### config.mk
export PLATFORM = sky130hd
export DESIGN_NAME = port_io_mode_mux
export DESIGN_NICKNAME = d
export VERILOG_FILES = /design/src/rtl/port_io_pkg.sv /design/src/rtl/port_io_mode_mux.sv
export SDC_FILE = /design/constraint.sdc
export NUM_CORES = 1
export LEC_CHECK = 0
export BUFFER_PORTS_ARGS = -buffer_cell sky130_fd_sc_hd__buf_2
export CAP_MARGIN = 10
export CORE_MARGIN = 10
export CORE_UTILIZATION = 48
export CTS_BUF_LIST = sky130_fd_sc_hd__clkbuf_16
export DETAILED_ROUTE_END_ITERATION = 12
export PLACE_DENSITY = 0.82
export SLEW_MARGIN = 20
export SYNTH_ARGS = -nofsm -noshare
export SYNTH_HDL_FRONTEND = slang
export SYNTH_SLANG_ARGS = --single-unit
### constraint.sdc
create_clock -name pclk -period 1.6 [get_ports pclk]
set_clock_uncertainty 0.05 [all_clocks]
set_input_delay 0.08 -clock pclk [delete_from_list [all_inputs] [get_ports pclk]]
set_output_delay 0.08 -clock pclk [all_outputs]
set_load 0.02 [all_outputs]
### src/rtl/port_io_pkg.sv
// Constants and types for the parallel port and mode logic.
// Assumes one pclk domain and an APB master with 32-bit data.
`default_nettype none
package port_io_pkg;
    // ==========================================================
    // Register map (byte addresses)
    localparam logic [7:0] OFS_A_DATA = 8'h00;
    localparam logic [7:0] OFS_A_DIR = 8'h04;
    localparam logic [7:0] OFS_B_DATA = 8'h08;
    localparam logic [7:0] OFS_B_DIR = 8'h0C;
    localparam logic [7:0] OFS_C_DATA = 8'h10;
    localparam logic [7:0] OFS_C_DIR = 8'h14;
    localparam logic [7:0] OFS_E_DATA = 8'h18;
    localparam logic [7:0] OFS_F_DATA = 8'h1C;
    localparam logic [7:0] OFS_F_DIR = 8'h20;
    localparam logic [7:0] OFS_G_DATA = 8'h24;
    localparam logic [7:0] OFS_G_DIR = 8'h28;
    localparam logic [7:0] OFS_PULLUP = 8'h2C;
    localparam logic [7:0] OFS_OPTION_REG_TWO = 8'h30;
    localparam logic [7:0] OFS_MODE = 8'h34;
    // ==========================================================
    // Values after reset
    localparam logic [7:0] LATCH_RESET = 8'h00;
    localparam logic [7:0] DIR_RESET = 8'h00;
    localparam logic [7:0] OPTION_REG_TWO_RESET = 8'h00;
    localparam logic [2:0] PULLUP_RESET = 3'h0;
    // ==========================================================
    // Field positions
    localparam int STROBE_DIS_POS = 7;
    localparam int OPEN_DRAIN_POS = 5;
    localparam int PULLUP_B_POS = 0;
    localparam int PULLUP_F_POS = 1;
    localparam int PULLUP_G_POS = 2;
    // Synchroniser vector: A, B, C, E, F, G pin, two mode straps
    localparam int SYNC_W = 43;
    localparam int SY_A = 0;
    localparam int SY_B = 8;
    localparam int SY_C = 16;
    localparam int SY_E = 24;
    localparam int SY_F = 32;
    localparam int SY_G = 40;
    localparam int SY_MODE = 41;
    // ==========================================================
    // Types
    typedef enum logic [1:0] {
        MODE_BOOT = 2'b00,
        MODE_TEST = 2'b01,
        MODE_SINGLE = 2'b10,
        MODE_EXPANDED = 2'b11
    } op_mode_t;
    typedef enum logic [1:0] {
        STROBE_IDLE = 2'b00,
        STROBE_LOW = 2'b01,
        STROBE_GAP = 2'b11
    } strobe_state_t;
    typedef struct packed {
        logic [7:0] level;
        logic [7:0] oe_n;
    } port_drive_t;
    typedef struct packed {
        logic [15:0] addr;
        logic [7:0] wdata;
        logic write;
        logic active;
    } ext_bus_t;
    // Port B, C, F and G pins act as general purpose lines only in these modes
    function automatic logic gpio_mode(input op_mode_t m);
        return (m == MODE_SINGLE) || (m == MODE_BOOT);
    endfunction
endpackage
`default_nettype wire

### src/rtl/port_io_mode_mux.sv
// Parallel ports A, B, C, E, F, G, mode straps and instruction-start strobe.
// Assumes APB master on pclk; CPU bus and timer signals are on pclk too.
// How it works
// Strobe pulls low in the opcode fetch cycle once the mode is known.
// Strobe returns high for a cycle between back-to-back fetches.
// A disable bit in option register two silences the strobe.
// Mode straps are caught at reset release and pick one of four modes.
// Read/write pin is port G bit 7 in single chip and bootstrap modes.
// Read/write pin is high for reads, low for writes on the bus.
// Ports B, C, F, G are general purpose only in single chip or bootstrap.
// Port E is input only; its top two bits may serve the serial bus.
// After reset inputs float and data latches show the reset state.
// Port A reads pin levels; writes fill latches, driven only as outputs.
// Port A writes do not disturb pins owned by a compare output.
// Port A starts as inputs; direction rules once the timer lets go.
// Port B is general purpose in single chip, high address in expanded.
// Port B reads pin levels; latches drive only outputs in gpio modes.
// Port B pull-ups switch through the pull-up assignment register.
// Port C is general purpose in single chip, data bus in expanded.
// Port C reads pins for inputs and latch level for outputs.
// Port C starts as inputs in gpio modes, data bus otherwise.
// Open-drain bit kills high drive: zero pulls low, one floats.
// Open-drain option of port C applies in single chip mode only.
// Direction bit set means output, clear means input; clear at reset.
`default_nettype none
module port_io_mode_mux
    import port_io_pkg::*;
(
    // Clock and reset
    input wire logic pclk,
    input wire logic presetn,
    // APB slave
    input wire logic psel,
    input wire logic penable,
    input wire logic pwrite,
    input wire logic [7:0] paddr,
    input wire logic [31:0] pwdata,
    output logic [31:0] prdata,
    output logic pready,
    output logic pslverr,
    // Mode straps
    input wire logic mode_select_a,
    input wire logic mode_select_b,
    // CPU expanded bus
    input wire ext_bus_t cpu_bus,
    input wire logic cpu_opcode_fetch,
    output logic [7:0] ext_rdata,
    // Timer compare outputs on port A
    input wire logic [7:0] compare_out_en,
    input wire logic [7:0] compare_out_level,
    // Serial bus on port E top bits
    input wire logic serial_bus_en,
    input wire logic [1:0] serial_pull_low,
    // Pin levels
    input wire logic [7:0] pa_in,
    input wire logic [7:0] pb_in,
    input wire logic [7:0] pc_in,
    input wire logic [7:0] pe_in,
    input wire logic [7:0] pf_in,
    input wire logic single_bit_port_pin_in,
    // Pin drives
    output port_drive_t pa_drive,
    output port_drive_t pb_drive,
    output port_drive_t pc_drive,
    output port_drive_t pf_drive,
    output logic single_bit_port_pin_out,
    output logic single_bit_port_pin_oe_n,
    output logic [1:0] pe_top_level,
    output logic [1:0] pe_top_oe_n,
    output logic [2:0] pullup_enable,
    // Strobe and mode status
    output logic instr_start_strobe_n,
    output logic instr_start_oe_n,
    output op_mode_t op_mode,
    output logic mode_valid
);

    // ==========================================================
    // Pin synchronisers
    logic [SYNC_W-1:0] sync1;
    logic [SYNC_W-1:0] sync2;
    logic [SYNC_W-1:0] sync3;
    logic [SYNC_W-1:0] pins;
    wire [SYNC_W-1:0] raw_pins = {mode_select_b, mode_select_a,
        single_bit_port_pin_in, pf_in, pe_in, pc_in, pb_in, pa_in};
    wire [SYNC_W-1:0] agree = ~(sync2 ^ sync3);

    // Not reset, so the straps are tracked while reset is held
    always_ff @(posedge pclk) begin
        sync1 <= raw_pins;
        sync2 <= sync1;
        sync3 <= sync2;
    end

    always_ff @(posedge pclk or negedge presetn) begin
        if (!presetn) begin
            pins <= '0;
        end else begin
            pins <= (sync3 & agree) | (pins & ~agree);
        end
    end

    wire [7:0] pa_pins = pins[SY_A +: 8];
    wire [7:0] pb_pins = pins[SY_B +: 8];
    wire [7:0] pc_pins = pins[SY_C +: 8];
    wire [7:0] pe_pins = pins[SY_E +: 8];
    wire [7:0] pf_pins = pins[SY_F +: 8];
    wire pg_pin = pins[SY_G];

    // ==========================================================
    // Mode capture at reset release
    wire straps_agree = &agree[SY_MODE +: 2];

    always_ff @(posedge pclk or negedge presetn) begin
        if (!presetn) begin
            mode_valid <= 1'b0;
            op_mode <= MODE_BOOT;
        end else if (!mode_valid && straps_agree) begin
            mode_valid <= 1'b1;
            op_mode <= op_mode_t'(sync3[SY_MODE +: 2]);
        end
    end

    wire gpio = gpio_mode(op_mode);
    wire single = (op_mode == MODE_SINGLE);
    wire bus_mode = mode_valid && !gpio;

    // ==========================================================
    // Register file
    logic [7:0] a_data;
    logic [7:0] a_dir;
    logic [7:0] b_data;
    logic [7:0] b_dir;
    logic [7:0] c_data;
    logic [7:0] c_dir;
    logic [7:0] f_data;
    logic [7:0] f_dir;
    logic g_data;
    logic g_dir;
    logic [2:0] pullup_sel;
    logic [7:0] option_reg_two;

    wire access = psel && penable;
    wire wr = access && pready && pwrite;
    wire strobe_dis = option_reg_two[STROBE_DIS_POS];
    wire open_drain = option_reg_two[OPEN_DRAIN_POS];

    always_ff @(posedge pclk or negedge presetn) begin
        if (!presetn) begin
            a_data <= LATCH_RESET;
            a_dir <= DIR_RESET;
            b_data <= LATCH_RESET;
            b_dir <= DIR_RESET;
            c_data <= LATCH_RESET;
            c_dir <= DIR_RESET;
            f_data <= LATCH_RESET;
            f_dir <= DIR_RESET;
            g_data <= 1'b0;
            g_dir <= 1'b0;
            pullup_sel <= PULLUP_RESET;
            option_reg_two <= OPTION_REG_TWO_RESET;
        end else if (wr) begin
            case (paddr)
                OFS_A_DATA: a_data <= pwdata[7:0];
                OFS_A_DIR: a_dir <= pwdata[7:0];
                OFS_B_DATA: b_data <= pwdata[7:0];
                OFS_B_DIR: b_dir <= pwdata[7:0];
                OFS_C_DATA: c_data <= pwdata[7:0];
                OFS_C_DIR: c_dir <= pwdata[7:0];
                OFS_F_DATA: f_data <= pwdata[7:0];
                OFS_F_DIR: f_dir <= pwdata[7:0];
                OFS_G_DATA: g_data <= pwdata[7];
                OFS_G_DIR: g_dir <= pwdata[7];
                OFS_PULLUP: pullup_sel <= pwdata[2:0];
                OFS_OPTION_REG_TWO: option_reg_two <= pwdata[7:0];
                default: ;
            endcase
        end
    end

    // ==========================================================
    // Read path
    wire [7:0] c_read = gpio ? ((c_dir & c_data) | (~c_dir & pc_pins)) : pc_pins;
    wire g_read = g_dir ? g_data : pg_pin;
    logic [7:0] rd_byte;
    logic rd_hit;

    always_comb begin
        rd_hit = 1'b1;
        rd_byte = 8'h00;
        case (paddr)
            OFS_A_DATA: rd_byte = pa_pins;
            OFS_A_DIR: rd_byte = a_dir;
            OFS_B_DATA: rd_byte = pb_pins;
            OFS_B_DIR: rd_byte = b_dir;
            OFS_C_DATA: rd_byte = c_read;
            OFS_C_DIR: rd_byte = c_dir;
            OFS_E_DATA: rd_byte = pe_pins;
            OFS_F_DATA: rd_byte = pf_pins;
            OFS_F_DIR: rd_byte = f_dir;
            OFS_G_DATA: rd_byte = {g_read, 7'h00};
            OFS_G_DIR: rd_byte = {g_dir, 7'h00};
            OFS_PULLUP: rd_byte = {5'h00, pullup_sel};
            OFS_OPTION_REG_TWO: rd_byte = option_reg_two;
            OFS_MODE: rd_byte = {5'h00, mode_valid, op_mode};
            default: rd_hit = 1'b0;
        endcase
    end

    always_ff @(posedge pclk or negedge presetn) begin
        if (!presetn) begin
            pready <= 1'b0;
            pslverr <= 1'b0;
            prdata <= 32'h00000000;
        end else begin
            pready <= access && !pready;
            pslverr <= access && !pready && !rd_hit;
            prdata <= (access && !pready && !pwrite) ? {24'h000000, rd_byte} : 32'h00000000;
        end
    end

    // ==========================================================
    // Pin drive selection
    wire [7:0] next_pa_level = (compare_out_en & compare_out_level)
        | (~compare_out_en & a_data);
    wire [7:0] next_pa_oe_n = ~(compare_out_en | a_dir);
    wire [7:0] next_pb_level = bus_mode ? cpu_bus.addr[15:8] : b_data;
    wire [7:0] next_pb_oe_n = bus_mode ? 8'h00 : ~(b_dir & {8{mode_valid}});
    wire [7:0] next_pf_level = bus_mode ? cpu_bus.addr[7:0] : f_data;
    wire [7:0] next_pf_oe_n = bus_mode ? 8'h00 : ~(f_dir & {8{mode_valid}});
    wire c_bus_drive = bus_mode && cpu_bus.active && cpu_bus.write;
    wire c_od = single && open_drain;
    wire [7:0] c_gpio_drive = c_dir & {8{mode_valid}} & (c_od ? ~c_data : 8'hFF);
    wire [7:0] next_pc_level = bus_mode ? cpu_bus.wdata : (c_od ? 8'h00 : c_data);
    wire [7:0] next_pc_oe_n = bus_mode ? {8{!c_bus_drive}} : ~c_gpio_drive;
    wire next_pg_level = bus_mode ? !(cpu_bus.active && cpu_bus.write) : g_data;
    wire next_pg_oe_n = bus_mode ? 1'b0 : !(g_dir && mode_valid);
    wire [1:0] next_pe_oe_n = ~({2{serial_bus_en}} & serial_pull_low);

    always_ff @(posedge pclk or negedge presetn) begin
        if (!presetn) begin
            pa_drive <= '{level: 8'h00, oe_n: 8'hFF};
            pb_drive <= '{level: 8'h00, oe_n: 8'hFF};
            pc_drive <= '{level: 8'h00, oe_n: 8'hFF};
            pf_drive <= '{level: 8'h00, oe_n: 8'hFF};
            single_bit_port_pin_out <= 1'b1;
            single_bit_port_pin_oe_n <= 1'b1;
            pe_top_level <= 2'h0;
            pe_top_oe_n <= 2'h3;
            pullup_enable <= PULLUP_RESET;
            ext_rdata <= 8'h00;
        end else begin
            pa_drive <= '{level: next_pa_level, oe_n: next_pa_oe_n};
            pb_drive <= '{level: next_pb_level, oe_n: next_pb_oe_n};
            pc_drive <= '{level: next_pc_level, oe_n: next_pc_oe_n};
            pf_drive <= '{level: next_pf_level, oe_n: next_pf_oe_n};
            single_bit_port_pin_out <= next_pg_level;
            single_bit_port_pin_oe_n <= next_pg_oe_n;
            pe_top_level <= 2'h0;
            pe_top_oe_n <= next_pe_oe_n;
            pullup_enable <= pullup_sel & {3{gpio}};
            ext_rdata <= pc_pins;
        end
    end

    // ==========================================================
    // Instruction-start strobe
    strobe_state_t strobe_state;
    strobe_state_t next_strobe_state;
    wire strobe_go = cpu_opcode_fetch && mode_valid && !strobe_dis;

    always_comb begin
        case (strobe_state)
            STROBE_IDLE: next_strobe_state = strobe_go ? STROBE_LOW : STROBE_IDLE;
            STROBE_LOW: next_strobe_state = STROBE_GAP;
            STROBE_GAP: next_strobe_state = strobe_go ? STROBE_LOW : STROBE_IDLE;
            default: next_strobe_state = STROBE_IDLE;
        endcase
    end

    always_ff @(posedge pclk or negedge presetn) begin
        if (!presetn) begin
            strobe_state <= STROBE_IDLE;
            instr_start_strobe_n <= 1'b1;
            instr_start_oe_n <= 1'b1;
        end else begin
            strobe_state <= next_strobe_state;
            instr_start_strobe_n <= next_strobe_state != STROBE_LOW;
            instr_start_oe_n <= next_strobe_state != STROBE_LOW;
        end
    end
endmodule
`default_nettype wire

# --- Yosys cells after proc, flatten, opt, wreduce, memory -nomap -nowiden ---
# Cells that the tools add are included.
op_classes:
  n_eq_ne: 17
  n_mux: 17
  n_bitwise: 27
  reduce_logical: 43
op_table:
  columns: ["operator", "n"]
  rows:
  - ["8-bit case mux with 14 select lines", 1]
  - ["43-bit bitwise AND", 2]
  - ["43-bit inverter", 2]
  - ["8-bit two-way mux", 10]
  - ["8-bit bitwise AND", 8]
  - ["8-bit inverter", 7]
  - ["8-bit by 6-bit == test with 1-bit output (second input constant)", 6]
  - ["43-bit bitwise OR", 1]
  - ["43-bit XOR", 1]
  - ["8-bit by 5-bit == test with 1-bit output (second input constant)", 4]
  - ["2-bit AND reduction", 13]
  - ["8-bit bitwise OR", 3]
  - ["8-bit by 4-bit == test with 1-bit output (second input constant)", 2]
  - ["1-bit logical AND", 15]
  - ["14-bit OR reduction", 1]
  - ["1-bit logical NOT", 9]
  - ["8-bit by 3-bit == test with 1-bit output (second input constant)", 1]
  - ["8-bit logical NOT", 1]
  - ["1-bit two-way mux", 5]
  - ["2-bit == test (second input constant)", 2]
  - ["2-bit logical NOT", 2]
  - ["2-bit case mux with 2 select lines", 1]
  - ["3-bit bitwise AND", 1]
  - ["2-bit bitwise AND", 1]
  - ["5 further kinds", 5]
word_totals:
  reg_bits: 344
  in_bits: 134
  output_inout_bits: 120
  elab_cells: 140

# --- Longest topological paths before layout ---
depth:
  depth_word: 8
  mapped_depth: 7
  depth_no_buf: 5

# --- Worst setup path after synthesis ---
# OpenSTA, ideal clock, no wires.
synth_timing:
  path_type: "reg-to-reg"
  from: "register pready"
  to: "register c_dir[0]"
  setup_ps: 125
  t_arrival_ps: 1675
  required_ps: 1425
  slack_ps: -250
  stages_incl_launch_ff: 6
  path_buffers: 0
  path_cell_list: "dfrtp_1 nand2_1 nor2_1 nand2_4 nor2_8 mux2_2"
synth_between:
  elab_chain_cells: 3
synth_lines:
  columns: ["element", "line", "text"]
  rows:
  - ["start: declaration", "port_io_mode_mux.sv:39", "output logic pready,"]
  - ["start signal: assignment", "port_io_mode_mux.sv:216", "pready <= access && !pready;"]
  - ["1-bit logical AND (2 in series)", "port_io_mode_mux.sv:144", "wire wr = access && pready && pwrite;"]
  - ["2-bit AND reduction (no source line)", null, null]
  - ["end signal: assignment", "port_io_mode_mux.sv:169", "OFS_C_DIR: c_dir <= pwdata[7:0];"]
  - ["end: declaration", "port_io_mode_mux.sv:135", "logic [7:0] c_dir;"]
# No other way between the ends.
# A chain may end at the register's enable or synchronous reset.

# --- Final worst setup path ---
layout_timing:
  from: "register op_mode[0]"
  to: "register prdata[3]"
layout_between:
  elab_chain_cells: 5
  elab_cells_between_ends: 6
layout_lines:
  columns: ["element", "line", "text"]
  rows:
  - ["start: declaration", "port_io_mode_mux.sv:74", "output op_mode_t op_mode,"]
  - ["start signal: assignment", "port_io_mode_mux.sv:120", "op_mode <= op_mode_t'(sync3[SY_MODE +: 2]);"]
  - ["2-bit == test / 2-bit logical NOT (equally long branches)", "port_io_pkg.sv:68", "return (m == MODE_SINGLE) || (m == MODE_BOOT);"]
  - ["1-bit logical OR (*)", "port_io_pkg.sv:68", null]
  - ["8-bit two-way mux (*)", "port_io_mode_mux.sv:183", "wire [7:0] c_read = gpio ? ((c_dir & c_data) | (~c_dir & pc_pins)) : pc_pins;"]
  - ["8-bit case mux with 14 select lines (*)", "port_io_mode_mux.sv:191", "case (paddr)"]
  - ["8-bit two-way mux (*)", "port_io_mode_mux.sv:218", "prdata <= (access && !pready && !pwrite) ? {24'h000000, rd_byte} : 32'h00000000;"]
  - ["end signal: assignment", "port_io_mode_mux.sv:218", null]
  - ["end: declaration", "port_io_mode_mux.sv:38", "output logic [31:0] prdata,"]
# Every way passes the cells marked *; elsewhere a longest branch is shown, timed or not.

==> results.sh <==
export IMPL_drtAntennaViolNets=0
export IMPL_final_area_um2=15800
export IMPL_cts_buffer_depth=3
export IMPL_max_cap_viol_count=0
export IMPL_synth_top_area_share_pct=38.0
export IMPL_cp_slowest_cell="dfrtp_2"
export IMPL_grt_usage_pct=20.1
export IMPL_via_per_inst=4.99
export IMPL_cts_htree_levels=2
export IMPL_crit_required_ps=1920
export IMPL_worstSetupEndpointType="register"
export IMPL_yosysUniqueCellTypes=54
export IMPL_drc_errors=0
export IMPL_clk_pin_slew_ps=60
export IMPL_area_growth_pct=36.6
export IMPL_setup_viol=6
export IMPL_relSlewSlack_pct=64.3
export IMPL_dieArea_um2=30800
export IMPL_cts_buffers_inserted=35
export IMPL_rsz0062_at_grt="true"
export IMPL_reg2reg_to="prdata[3]$_DFF_PN0_"
export IMPL_min_path_type="input port to async pin"
export IMPL_outcome="finished with violations"
export IMPL_die_w_um=175
export IMPL_drive_gt1_share_pct=40.4
export IMPL_period_needed_ps=1630
export IMPL_synth_edff_count=0
export IMPL_synth_async_sr_flop_share_pct=62.3
export IMPL_gp_congestion=0.911
export IMPL_ir_drop_v=0.000990
export IMPL_critPathMaxStageDelay_ps=450
export IMPL_cts_root_buffer="clkbuf_16"
export IMPL_wl_per_cell_um=20.4
export IMPL_finalHoldViolations=0
export IMPL_dr_pass1_iters=6
export IMPL_start_kind="register"
export IMPL_layout_cells_most_common_list="buf_2, dfrtp_1, dfxtp_1"
export IMPL_clock_latency_ps=500
export IMPL_drtIter0Drc=466
export IMPL_pre_cts_slack_ps=-64.3
export IMPL_finalMaxSlewViolations=0
export IMPL_drt_total_wl_um=31800
export IMPL_place_port_buffers=203
export IMPL_total_leakage_power_nw=7.47
export IMPL_chipHeight_um=175
export IMPL_fin_ws_ps=-33.3
export IMPL_start_util_pct=49.1
export IMPL_min_period_over_period_pct=102
export IMPL_worstPathCellList="buf_6 -> nand2b_1 -> mux2i_2 -> o21ai_0 -> o21ai_1 -> a21oi_1"
export IMPL_crit_path_end="prdata[3]$_DFF_PN0_"
export IMPL_grt_pass1_vias=8679
export IMPL_syn_mean_instance_area_um2=14.0
export IMPL_crit_type="register to register"
export IMPL_rows=56
export IMPL_grt_max_degree=57
export IMPL_layout_nets=1352
export IMPL_worstPathMaxFanout=11
export IMPL_worstMarginPinSlew_ps=535
export IMPL_syn_cell_area_um2=11600
export IMPL_reg2reg_depth=6
export IMPL_overflow=0
export IMPL_rrSetupSlack_ps=-30
export IMPL_synthTopCellsByArea="dfrtp_1, dfxtp_1, mux2_2, dfstp_2, maj3_1"
export IMPL_cts_tree="yes"
export IMPL_rr_startpoint="op_mode[0]$_DFFE_PN0P_"
export IMPL_ios=254
export IMPL_placed_area_um2=13400
export IMPL_fmax_mhz=612
export IMPL_mostFrequentLayoutCell="buf_2"
export IMPL_failed_checks="setup timing"
export IMPL_synth_top_area_cell="dfrtp_1"
export IMPL_p_per_area_nw_per_um2=1140
export IMPL_post_route_util_pct=67.1
export IMPL_startpoint="op_mode[0]$_DFFE_PN0P_"
export IMPL_clock_sinks=342
export IMPL_worstPathArrival_ps=1950
export IMPL_antenna_found_initial=0
export IMPL_ys_ff_latch=342
export IMPL_ys_flop_type="dfrtp_1"
export IMPL_ys_seq_area_share_pct=68.6
export IMPL_syn_inst=828
export IMPL_detailed_place_hpwl_um=21600
export IMPL_vias=7792
export IMPL_num_antenna_cells=0
export IMPL_design_core_area_um2=23600
export IMPL_yosys_warnings=0
export IMPL_finalPower_w=0.0180
export IMPL_grt_pass1_wl_um=48800
==> area by class of cell <==
cell class,count,area [µm²]
tap,319,399
clock buffer,37,926
fill,1651,7770
sequential,342,7960
clock inverter,26,149
inverter,7,26.3
timing repair buffer,378,2710
multi-input combinational,452,3670
==> power by group <==
part	internal (W)	total (W)	switching, W
sequential	0.00900	0.00920	0.000205
combinational	0.000601	0.00127	0.000674
clock	0.00435	0.00755	0.00321
==> how the worst min path moves through the flow <==
stage	slack, ps	start	to
finish	50	presetn	async pin
global route	50	pwrite	prdata[5]$_DFF_PN0_
CTS	4	pwrite	prdata[2]$_DFF_PN0_
detailed placement	-0.6	presetn	pa_drive[12]$_DFF_PN0_
global placement	-10	presetn	pa_drive[12]$_DFF_PN0_
floorplan	-270	presetn	async pin
==> through the flow <==
step,TNS [ps],hold WS (ps),instances
floorplan,0,-266,853
CTS,-54.7,4.10,1559
finish,-44.9,46.6,1561
global route,-1490,54.4,1561
global placement,-1150,-9.71,1394
detailed placement,-1530,-0.642,1394
==> kinds of logic after synthesis <==
group                      share of synthesized area, %
muxes                                              11.1
xor gates and xnor gates                          0.151
other                                            0.0323
AOI/OAI and AO/OA                                  5.17
and+or+nand+nor                                    8.09
adders and majority gates                          3.75
buffers and inverters                              3.06
DFF                                                68.6
==> cells in the mapped netlist (3+ instances only) <==
cell and count:
mux2i_1 13, dfstp_2 37, o21ai_0 31, a22oi_1 7, nor2_4 5, a31oi_1 8, mux4_2 3, a21oi_1 17
dfrtp_1 176, nor2_1 22, clkbuf_1 13, a32oi_1 3, nand2_4 3, nor3_1 4, dfxtp_1 129, maj3_1 41
inv_1 7, a41oi_1 3, a22o_1 9, o22ai_1 5, nor2b_1 5, nor2_8 4, mux2_2 96, nand2_1 90
buf_4 32, nand3_1 7, a21boi_0 8, and2_1 4, nand2b_1 8, buf_2 5
==> repair_timing <==
item	4_1_cts	5_1_grt
cloned	0	0
pin swaps	6	14
endpoints found under the hold margin	327	0
setup buffers	2	2
setup endpoints to repair	50	62
hold buffers	100	0
resized for setup	5	73
==> per-layer routing <==
| metal | wire length (µm) | GRT usage [%] |
|---|---|---|
| met1 | 12700 | 23.1 |
| met2 | 16100 | 35.1 |
| met3 | 2060 | 5.58 |
| met4 | 964 | 7.42 |
| met5 | 0 | 0 |
==> worst max-delay path: cells and delay by family (launching register included) <==
family,cells,cell delay [ps]
AO/OA/AOI/OAI,3,410
AND/OR/NAND/NOR,1,160
flip-flops,1,450
buffers and inverters,1,160
multiplexers,1,260
Note: power is estimated with default switching activity, not from simulation.
